`src/rtl/qdsc_pkg.sv`:
```
// Shared constants and types for the quad driver serial control pair.
// Assumes a single 10 MHz system clock drives both ends.
package qdsc_pkg;

   // ------------------------------------------------------------
   // Clock and channel figures
   // ------------------------------------------------------------
   localparam int SYS_CLK_HZ = 10_000_000;
   localparam int NUM_CH = 4;
   localparam int SHIFT_W = 8;
   localparam int FRAME_LONG = 16;

   // ------------------------------------------------------------
   // Input synchroniser vector layout
   // ------------------------------------------------------------
   localparam int SYN_W = 16;
   localparam int SYN_SEL = 15;
   localparam int SYN_CLK = 14;
   localparam int SYN_MOSI = 13;
   localparam int SYN_PAR = 9;
   localparam int SYN_OV = 8;
   localparam int SYN_OC = 4;
   localparam int SYN_OL = 0;
   // Select idles high, everything else low
   localparam logic [SYN_W-1:0] SYN_RST = 16'h8000;

   // ------------------------------------------------------------
   // Fault timing
   // ------------------------------------------------------------
   localparam int SENSE_TIME_NS = 62500;
   localparam int SENSE_CYC = (SENSE_TIME_NS * (SYS_CLK_HZ / 1_000_000) + 999) / 1000;
   localparam int CNT_W = 10;
   localparam logic [CNT_W-1:0] SENSE_LAST = CNT_W'(SENSE_CYC - 1);
   // One cycle on in 64 gives 1.5625 percent on-time
   localparam int DUTY_W = 6;
   localparam logic [DUTY_W-1:0] DUTY_ON_CYC = 6'h01;
   localparam logic [3:0] STATUS_UPPER = 4'h0;

   // ------------------------------------------------------------
   // Link timing made by the controller
   // ------------------------------------------------------------
   localparam int SCLK_MAX_HZ = 4_000_000;
   localparam int HALF_MIN_CYC = (SYS_CLK_HZ + 2 * SCLK_MAX_HZ - 1) / (2 * SCLK_MAX_HZ);
   // Both ends filter their inputs; the half period must cover that lag
   localparam int SYNC_MARGIN_CYC = 12;
   localparam int HALF_CYC_I = HALF_MIN_CYC > SYNC_MARGIN_CYC ? HALF_MIN_CYC : SYNC_MARGIN_CYC;
   localparam int XFER_TIME_NS = 1000;
   localparam int XFER_CYC_I = (XFER_TIME_NS * (SYS_CLK_HZ / 1_000_000) + 999) / 1000;
   localparam logic [7:0] LINK_HALF_CYC = 8'(HALF_CYC_I);
   localparam logic [7:0] LINK_XFER_CYC = 8'(XFER_CYC_I);

   // ------------------------------------------------------------
   // Controller register map, byte addresses
   // ------------------------------------------------------------
   localparam logic [3:0] REG_CTRL = 4'h0;
   localparam logic [3:0] REG_TXDATA = 4'h4;
   localparam logic [3:0] REG_RXDATA = 4'h8;
   localparam logic [3:0] REG_STATUS = 4'hC;
   localparam int CTRL_START = 0;
   localparam int CTRL_LONG = 1;
   localparam int STAT_BUSY = 0;
   localparam int STAT_VERR = 1;

   typedef enum logic [2:0] {
      H_IDLE = 3'b000,
      H_SETUP = 3'b001,
      H_LOW = 3'b010,
      H_HIGH = 3'b011,
      H_HOLD = 3'b100,
      H_GAP = 3'b101
   } qdsc_hstate_t;

endpackage
```
`src/rtl/qdsc_link_if.sv`:
```
// Four-wire serial link between controller and driver.
// Assumes the bench connects one controller and one driver.
interface qdsc_link_if;
   logic select_n;
   logic serialClk;
   logic serialIn;
   logic serialOut;
   logic serialOutOe;
   logic serialOutLine;

   // No pull on this line: a released output reads low, never floats
   assign serialOutLine = serialOutOe & serialOut;

   modport dev (
      input select_n,
      input serialClk,
      input serialIn,
      output serialOut,
      output serialOutOe
   );

   modport host (
      output select_n,
      output serialClk,
      output serialIn,
      input serialOutLine
   );
endinterface

```
`src/rtl/qdsc_device.sv`:
```
// Driver end: serial command port, four output drivers and fault logic.
// Assumes link pins and fault indications are asynchronous to sys_clk.
//
// What this block does
// - Select fall loads latched faults into shifter
// - Normal frame: eight bits in, four commands kept, faults out
// - Select rise applies last four bits
// - Long frame echoes earlier shifted bits
// - MSB first, input sampled on clock rise
// - Output changes on serial clock fall
// - Output released while select is high
// - Status bits 0-3 are channel faults
// - Serial clock ignored while deselected
// - Master keeps serial clock at most 4 MHz
// - Shifter passes data through for chaining
// - Driver on: serial bit OR parallel input
// - Overvoltage turns all outputs off
// - Persisting overcurrent sets channel fault bit
// - Overcurrent fault held until select rise
// - Overcurrent while on: low duty mode
// - Persisting open load while off sets fault
// - Fault line pulled low on any fault
// - Master checks echoed bits against command
module qdsc_device
   import qdsc_pkg::*;
(
   input wire logic sys_clk,
   input wire logic rst,
   qdsc_link_if.dev link,
   input wire logic par_in_0,
   input wire logic par_in_1,
   input wire logic par_in_2,
   input wire logic par_in_3,
   input wire logic ovIndication,
   input wire logic [NUM_CH-1:0] ocIndication,
   input wire logic [NUM_CH-1:0] olIndication,
   output logic drv_out_0,
   output logic drv_out_1,
   output logic drv_out_2,
   output logic drv_out_3,
   output logic statusOut,
   output logic statusOe
);

   // ------------------------------------------------------------
   // State
   // ------------------------------------------------------------
   typedef struct packed {
      logic [SYN_W-1:0] s1;
      logic [SYN_W-1:0] s2;
      logic [SYN_W-1:0] s3;
      logic [SYN_W-1:0] filt;
      logic [SYN_W-1:0] filtD;
      logic [SHIFT_W-1:0] shift;
      logic sdo;
      logic [NUM_CH-1:0] cmd;
      logic [NUM_CH-1:0] fault;
      logic [NUM_CH-1:0][CNT_W-1:0] ocCnt;
      logic [NUM_CH-1:0][CNT_W-1:0] olCnt;
      logic [DUTY_W-1:0] duty;
      logic [NUM_CH-1:0] drv;
   } qdsc_dev_st_t;

   qdsc_dev_st_t st;
   qdsc_dev_st_t next_st;

   logic [SYN_W-1:0] raw;
   logic selected;
   logic selFall;
   logic selRise;
   logic clkRise;
   logic clkFall;
   logic overVolt;
   logic dutyOn;
   logic [NUM_CH-1:0] want;
   logic [NUM_CH-1:0] ocCond;
   logic [NUM_CH-1:0] olCond;
   logic [NUM_CH-1:0] ocHit;
   logic [NUM_CH-1:0] olHit;
   logic [NUM_CH-1:0] drvNext;

   // ------------------------------------------------------------
   // Input gathering
   // ------------------------------------------------------------
   assign raw = {link.select_n, link.serialClk, link.serialIn,
                 par_in_3, par_in_2, par_in_1, par_in_0,
                 ovIndication, ocIndication, olIndication};

   // ------------------------------------------------------------
   // Edge detection on filtered pins
   // ------------------------------------------------------------
   assign selected = ~st.filt[SYN_SEL];
   assign selFall = st.filtD[SYN_SEL] & ~st.filt[SYN_SEL];
   assign selRise = ~st.filtD[SYN_SEL] & st.filt[SYN_SEL];
   // Clock edges only count while selected
   assign clkRise = selected & st.filt[SYN_CLK] & ~st.filtD[SYN_CLK];
   assign clkFall = selected & ~st.filt[SYN_CLK] & st.filtD[SYN_CLK];
   assign overVolt = st.filt[SYN_OV];
   assign dutyOn = st.duty < DUTY_ON_CYC;

   // ------------------------------------------------------------
   // Per channel drive and fault detection
   // ------------------------------------------------------------
   for (genvar ch = 0; ch < NUM_CH; ch++) begin : g_ch
      assign want[ch] = st.cmd[ch] | st.filt[SYN_PAR + ch];
      assign ocCond[ch] = st.filt[SYN_OC + ch] & want[ch] & ~overVolt;
      assign olCond[ch] = st.filt[SYN_OL + ch] & ~want[ch];
      assign ocHit[ch] = ocCond[ch] & (st.ocCnt[ch] == SENSE_LAST);
      assign olHit[ch] = olCond[ch] & (st.olCnt[ch] == SENSE_LAST);
      // Overcurrent only chops the channel; overvoltage kills it outright
      assign drvNext[ch] = ~overVolt & want[ch] & (~st.filt[SYN_OC + ch] | dutyOn);
   end

   // ------------------------------------------------------------
   // Next state
   // ------------------------------------------------------------
   always_comb begin
      next_st = st;
      // ------------------------------------------------------------
      // Input filters
      // ------------------------------------------------------------
      next_st.s1 = raw;
      next_st.s2 = st.s1;
      next_st.s3 = st.s2;
      // A change counts once the second and third stages agree
      next_st.filt = (~(st.s2 ^ st.s3) & st.s3) | ((st.s2 ^ st.s3) & st.filt);
      next_st.filtD = st.filt;
      next_st.duty = st.duty + 6'h01;

      // ------------------------------------------------------------
      // Shift register
      // ------------------------------------------------------------
      if (selFall) begin
         next_st.shift = {STATUS_UPPER, st.fault};
         next_st.sdo = STATUS_UPPER[3];
      end else if (clkRise) begin
         // Oldest bit leaves at the top, so chained parts see it next
         next_st.shift = {st.shift[SHIFT_W-2:0], st.filt[SYN_MOSI]};
      end
      if (clkFall) begin
         next_st.sdo = st.shift[SHIFT_W-1];
      end

      // ------------------------------------------------------------
      // Commands
      // ------------------------------------------------------------
      // Chained parts all take their low nibble at this same rise
      if (selRise) begin
         next_st.cmd = st.shift[NUM_CH-1:0];
      end

      // ------------------------------------------------------------
      // Sense counters
      // ------------------------------------------------------------
      for (int ch = 0; ch < NUM_CH; ch++) begin
         if (!ocCond[ch]) begin
            next_st.ocCnt[ch] = '0;
         end else if (st.ocCnt[ch] != SENSE_LAST) begin
            next_st.ocCnt[ch] = st.ocCnt[ch] + 10'h001;
         end
         if (!olCond[ch]) begin
            next_st.olCnt[ch] = '0;
         end else if (st.olCnt[ch] != SENSE_LAST) begin
            next_st.olCnt[ch] = st.olCnt[ch] + 10'h001;
         end
      end

      // ------------------------------------------------------------
      // Fault bits
      // ------------------------------------------------------------
      // A fault still present at select rise sets again at once
      next_st.fault = (selRise ? '0 : st.fault) | ocHit | olHit;
      next_st.drv = drvNext;
   end

   // ------------------------------------------------------------
   // State register
   // ------------------------------------------------------------
   always_ff @(posedge sys_clk) begin
      if (rst) begin
         st <= '0;
         st.s1 <= SYN_RST;
         st.s2 <= SYN_RST;
         st.s3 <= SYN_RST;
         st.filt <= SYN_RST;
         st.filtD <= SYN_RST;
      end else begin
         st <= next_st;
      end
   end

   // ------------------------------------------------------------
   // Outputs
   // ------------------------------------------------------------
   assign link.serialOut = st.sdo;
   assign link.serialOutOe = selected;
   assign drv_out_0 = st.drv[0];
   assign drv_out_1 = st.drv[1];
   assign drv_out_2 = st.drv[2];
   assign drv_out_3 = st.drv[3];

   // ------------------------------------------------------------
   // Fault line
   // ------------------------------------------------------------
   // Open drain: only ever pulls low
   assign statusOut = 1'b0;
   assign statusOe = |st.fault;

endmodule

```
`src/flat_wrapper.sv`:
```
// flat-port wrapper written by rule: the top's interface ports become plain ports
module qdsc_device_flat import qdsc_pkg::*;
  (sys_clk, rst, par_in_0, par_in_1, par_in_2, par_in_3, ovIndication, ocIndication, olIndication, drv_out_0, drv_out_1, drv_out_2, drv_out_3, statusOut, statusOe, link_select_n, link_serialClk, link_serialIn, link_serialOut, link_serialOutOe);
  qdsc_link_if link_i ();
  input wire logic sys_clk;
  input wire logic rst;
  input wire logic par_in_0;
  input wire logic par_in_1;
  input wire logic par_in_2;
  input wire logic par_in_3;
  input wire logic ovIndication;
  input wire logic [NUM_CH-1:0] ocIndication;
  input wire logic [NUM_CH-1:0] olIndication;
  output logic drv_out_0;
  output logic drv_out_1;
  output logic drv_out_2;
  output logic drv_out_3;
  output logic statusOut;
  output logic statusOe;
  input wire logic [$bits(link_i.select_n)-1:0] link_select_n;
  input wire logic [$bits(link_i.serialClk)-1:0] link_serialClk;
  input wire logic [$bits(link_i.serialIn)-1:0] link_serialIn;
  output wire logic [$bits(link_i.serialOut)-1:0] link_serialOut;
  output wire logic [$bits(link_i.serialOutOe)-1:0] link_serialOutOe;
  assign link_i.select_n = link_select_n;
  assign link_i.serialClk = link_serialClk;
  assign link_i.serialIn = link_serialIn;
  assign link_serialOut = link_i.serialOut;
  assign link_serialOutOe = link_i.serialOutOe;
  qdsc_device u_core (.sys_clk(sys_clk), .rst(rst), .link(link_i), .par_in_0(par_in_0), .par_in_1(par_in_1), .par_in_2(par_in_2), .par_in_3(par_in_3), .ovIndication(ovIndication), .ocIndication(ocIndication), .olIndication(olIndication), .drv_out_0(drv_out_0), .drv_out_1(drv_out_1), .drv_out_2(drv_out_2), .drv_out_3(drv_out_3), .statusOut(statusOut), .statusOe(statusOe));
endmodule
```
`config.mk`:
```
export PLATFORM = sky130hd
export DESIGN_NAME = qdsc_device_flat
export DESIGN_NICKNAME = d
export VERILOG_FILES = /design/src/rtl/qdsc_pkg.sv /design/src/rtl/qdsc_link_if.sv /design/src/rtl/qdsc_device.sv /design/src/flat_wrapper.sv
export SDC_FILE = /design/constraint.sdc
export NUM_CORES = 1
export LEC_CHECK = 0
export ABC_AREA = 1
export BUFFER_PORTS_ARGS = -buffer_cell sky130_fd_sc_hd__buf_2
export CELL_PAD_IN_SITES_DETAIL_PLACEMENT = 1
export CELL_PAD_IN_SITES_GLOBAL_PLACEMENT = 1
export CORE_MARGIN = 4
export CORE_UTILIZATION = 46
export DETAILED_ROUTE_END_ITERATION = 8
export PLACE_DENSITY_LB_ADDON = 0.1
export SYNTH_ARGS = -nofsm -noshare
export SYNTH_HDL_FRONTEND = slang
export SYNTH_SLANG_ARGS = --single-unit
export TNS_END_PERCENT = 20
```
`constraint.sdc`:
```
create_clock -name sys_clk -period 1.8 [get_ports sys_clk]
set_input_delay 0.36 -clock sys_clk [delete_from_list [all_inputs] [get_ports sys_clk]]
set_output_delay 0.36 -clock sys_clk [all_outputs]
set_load 0.005 [all_outputs]
```
==> out/results.tsv <==
stage	metric	value	unit
outcome	status	finished clean	
timing	slew_headroom	62.9	%
route	routed_wl	16400	µm
worst_hold_path	worstHoldStart	olIndication[0]	
floorplan	io_pins	26	
logic_synthesis	syn_inst	942	
logic_synthesis	yosysSeqAreaShare	48.3	%
timing	fin_crit	1.58	ns
placement	port-buffer-count	24	
power_and_ir_drop	worst_ir_drop_vdd	0.707	mV
logic_synthesis	syn_avg_cell_area	7.60	µm²
timing	worstMarginPinSlew	0.552	ns
placement	dpl_cell_area	0.00748	mm²
clock_network	ctsResizeCount	0	
logic_synthesis	synth_adder_area_share	3.14	%
floorplan	start_util	47.1	%
worst_hold_path	min_path_type	in -> reg	
timing	slew_violations	0	
route	via_per_inst	5.02	
critical_path	r2r-start	u_core.st[10]	
timing	finalSetupViolCount	0	
timing	report.final.hold_viol_count	0	
logic_synthesis	synth_flop_cell	dfxtp_1	
global_route	overflow	0	
final_layout	fillerInstances	1940	
critical_path	cp-start-kind	register	
power_and_ir_drop	clkPwrFrac	46.5	%
final_layout	layout_common_cells	173 x dfxtp_1, 151 x nand2_1, 150 x inv_1	
clock_network	clk_latency	0.42	ns
global_route	grt_pass1_vias	6176	
global_route	antenna_found_initial	0	
logic_synthesis	muxShareOfSynthArea	0.140	%
route	dr.pass1.iters	5	
critical_path	ff2ff_path_depth	6	
final_layout	final_common_cell	dfxtp_1	
power_and_ir_drop	power_frac_seq	51.7	%
power_and_ir_drop	p_sw_share	21.7	%
critical_path	rrSetupSlack	0.22	ns
floorplan	die_w	133	µm
floorplan	fp.dieH	133	µm
final_layout	stdcell_area	0.00805	mm²
placement	gp_congestion	0.789	
worst_hold_path	min_to	u_core.next_st[155]	
logic_synthesis	synth_edf_count	0	
timing	clock.fmax	633	MHz
route	drt_iter0_markers	222	
critical_path	worstPathMaxFanout	4	
logic_synthesis	synth_xor_xnor_area_share	2.45	%
power_and_ir_drop	powerDensity	939	mW/mm²
power_and_ir_drop	combPwrFrac	1.8	%
clock_network	clock_sinks	173	
job	drv_cap	0	
power_and_ir_drop	power.internal	5920	µW
logic_synthesis	synth_top_family_by_area	simple AND/OR/NAND/NOR gates	
route	ant_nets	0	
critical_path	crit_type	reg -> reg	
clock_network	cts_hold_repair.buffers	0	
logic_synthesis	synthSimpleGateAreaFrac	26.8	%
final_layout	final_layout_size_suffix_gt1_share	10.2	%
floorplan	core_area	0.0152	mm²
logic_synthesis	async_flop_share	0	%
critical_path	required	2.11	ns
critical_path	regToRegEndpoint	u_core.st[11]	
clock_network	htreeDepth	4	
clock_network	clk_path_buf_depth	2	
critical_path	endpoint_kind	register	
timing	fin_crit_sh	87.7	%
timing	finalSetupTns	0	ns
clock_network	cts_tree	done	
route	drcViolationCount	0	
logic_synthesis	ys_warn_count	0	
power_and_ir_drop	p_leak	0.00303	µW
final_layout	antennaDiodeCount	0	
logic_synthesis	synth_cell_type_count	34	
clock_network	clk_pin_slew	0.06	ns
route	via_count	5913	
clock_network	postCtsSetupRepairBufs	0	
global_route	grt_max_degree	32	
logic_synthesis	synth_compound_area_share	9.66	%
global_route	grt_usage	19.3	%
worst_hold_path	min_path_cells	3	
critical_path	cp_data_arrival_time	1.89	ns
route	post_drt_wl_per_cell	13.9	µm
logic_synthesis	netlist_area	0.00716	mm²
power_and_ir_drop	power.switching	1640	µW
global_route	grt_pass1_wl	28200	µm
final_layout	syn_to_final_growth	12.3	%
clock_network	root_buffer	clkbuf_16	
placement	place_hpwl	11900	µm
timing	skew	0.00729	ns
floorplan	die_area	0.0176	mm²
clock_network	cts_buffers	17	
final_layout	final_nets	1012	
logic_synthesis	syn-num-nets	978	
timing	rsz0062_at_grt	no	
logic_synthesis	synth-seq-cells	173	
floorplan	std_cell_rows	45	
## layer usage
| metal | global-route usage [%] | share of wire (%) |
|---|---|---|
| met5 | 0 | 0 |
| met1 | 23.3 | 46 |
| met4 | 5.31 | 0.78 |
| met2 | 34.4 | 51 |
| met3 | 4.33 | 2.4 |
## worst max-delay path: stages, from the launching register on
cell,delay (ns)
dfxtp_1,0.34
inv_1,0.09
ha_1,0.15
nor3b_1,0.46
nand3_1,0.24
nand2_1,0.11
a21oi_1,0.07
## worst max path at each step
stage,start,endpoint,slack (ns),depth (start not counted)
floorplan,u_core.st[10],u_core.st[10],0.56,6
global placement,register,u_core.st[47],0.32,5
detailed placement,u_core.st[10],u_core.st[11],0.23,6
CTS,u_core.st[10],u_core.st[11],0.22,6
global route,u_core.st[10],u_core.st[11],0.10,6
finish,u_core.st[10],u_core.st[11],0.22,6
## area by class of cell
type | count | area, µm² | area share, %
clock buffers | 21 | 460 | 5.72
clock inverters | 11 | 108 | 1.34
inverters | 159 | 597 | 7.42
multi-input cells | 598 | 3030 | 37.6
flip-flops and latches | 173 | 3460 | 43.0
well taps | 188 | 235 | 2.92
repair buffers | 27 | 155 | 1.93
## registers in the layout (all words and copies together) (netlist names), named ones only
register	flops
u_core.drv_out_0	1
u_core.drv_out_3	1
u_core.next_st	32
u_core.drv_out_2	1
u_core.link.serialOut	1
u_core.st	120
u_core.drv_out_1	1
## metrics by stage
step | setup WS [ns] | hold WS [ns] | total power, µW | instances | util, %
final | 0.221 | 0.135 | 7560 | 1177 | 52.9
after global routing | 0.101 | 0.113 | 7870 | 1177 | 52.9
after CTS | 0.217 | 0.113 | 7660 | 1177 | 52.9
after detailed placement | 0.227 | 0.397 | 4130 | 1145 | 49.2
after global placement | 0.320 | 0.392 | 4120 | 1145 | 49.2
after floorplan | 0.555 | 0.388 | 4080 | 942 | -
## power groups by stage
stage               sequential [µW]  clock [µW]  combinational (µW)
floorplan                      3980           0                95.5
global placement               3990           0                 131
detailed placement             3990           0                 139
CTS                            3910        3610                 141
global route                   3910        3790                 160
finish                         3910        3510                 137
## Yosys cell counts, types with 10 or more instances
| cell type | number | area (µm²) |
|---|---|---|
| nor2_2 | 10 | 62.6 |
| a21oi_1 | 85 | 425 |
| ha_1 | 18 | 225 |
| nand4_1 | 23 | 144 |
| o21ai_0 | 38 | 190 |
| nand2_1 | 151 | 567 |
| o21ai_1 | 10 | 50.1 |
| inv_1 | 150 | 563 |
| dfxtp_1 | 173 | 3460 |
| nor3_1 | 18 | 90.1 |
| xor2_1 | 15 | 131 |
| nor2_1 | 142 | 533 |
| nand3_1 | 41 | 205 |
## kinds of logic (layout without fill, tap and decap cells)
logic type | after synthesis | in the layout
and+or+nand+nor | 421 | 421
DFF | 173 | 173
buffers and inverters | 171 | 218
AOI/OAI and AO/OA | 137 | 137
xor gates and xnor gates | 20 | 20
adders and majority gates | 18 | 18
other | 1 | 1
muxes | 1 | 1
No activity file was read; power rests on OpenSTA's default activity.
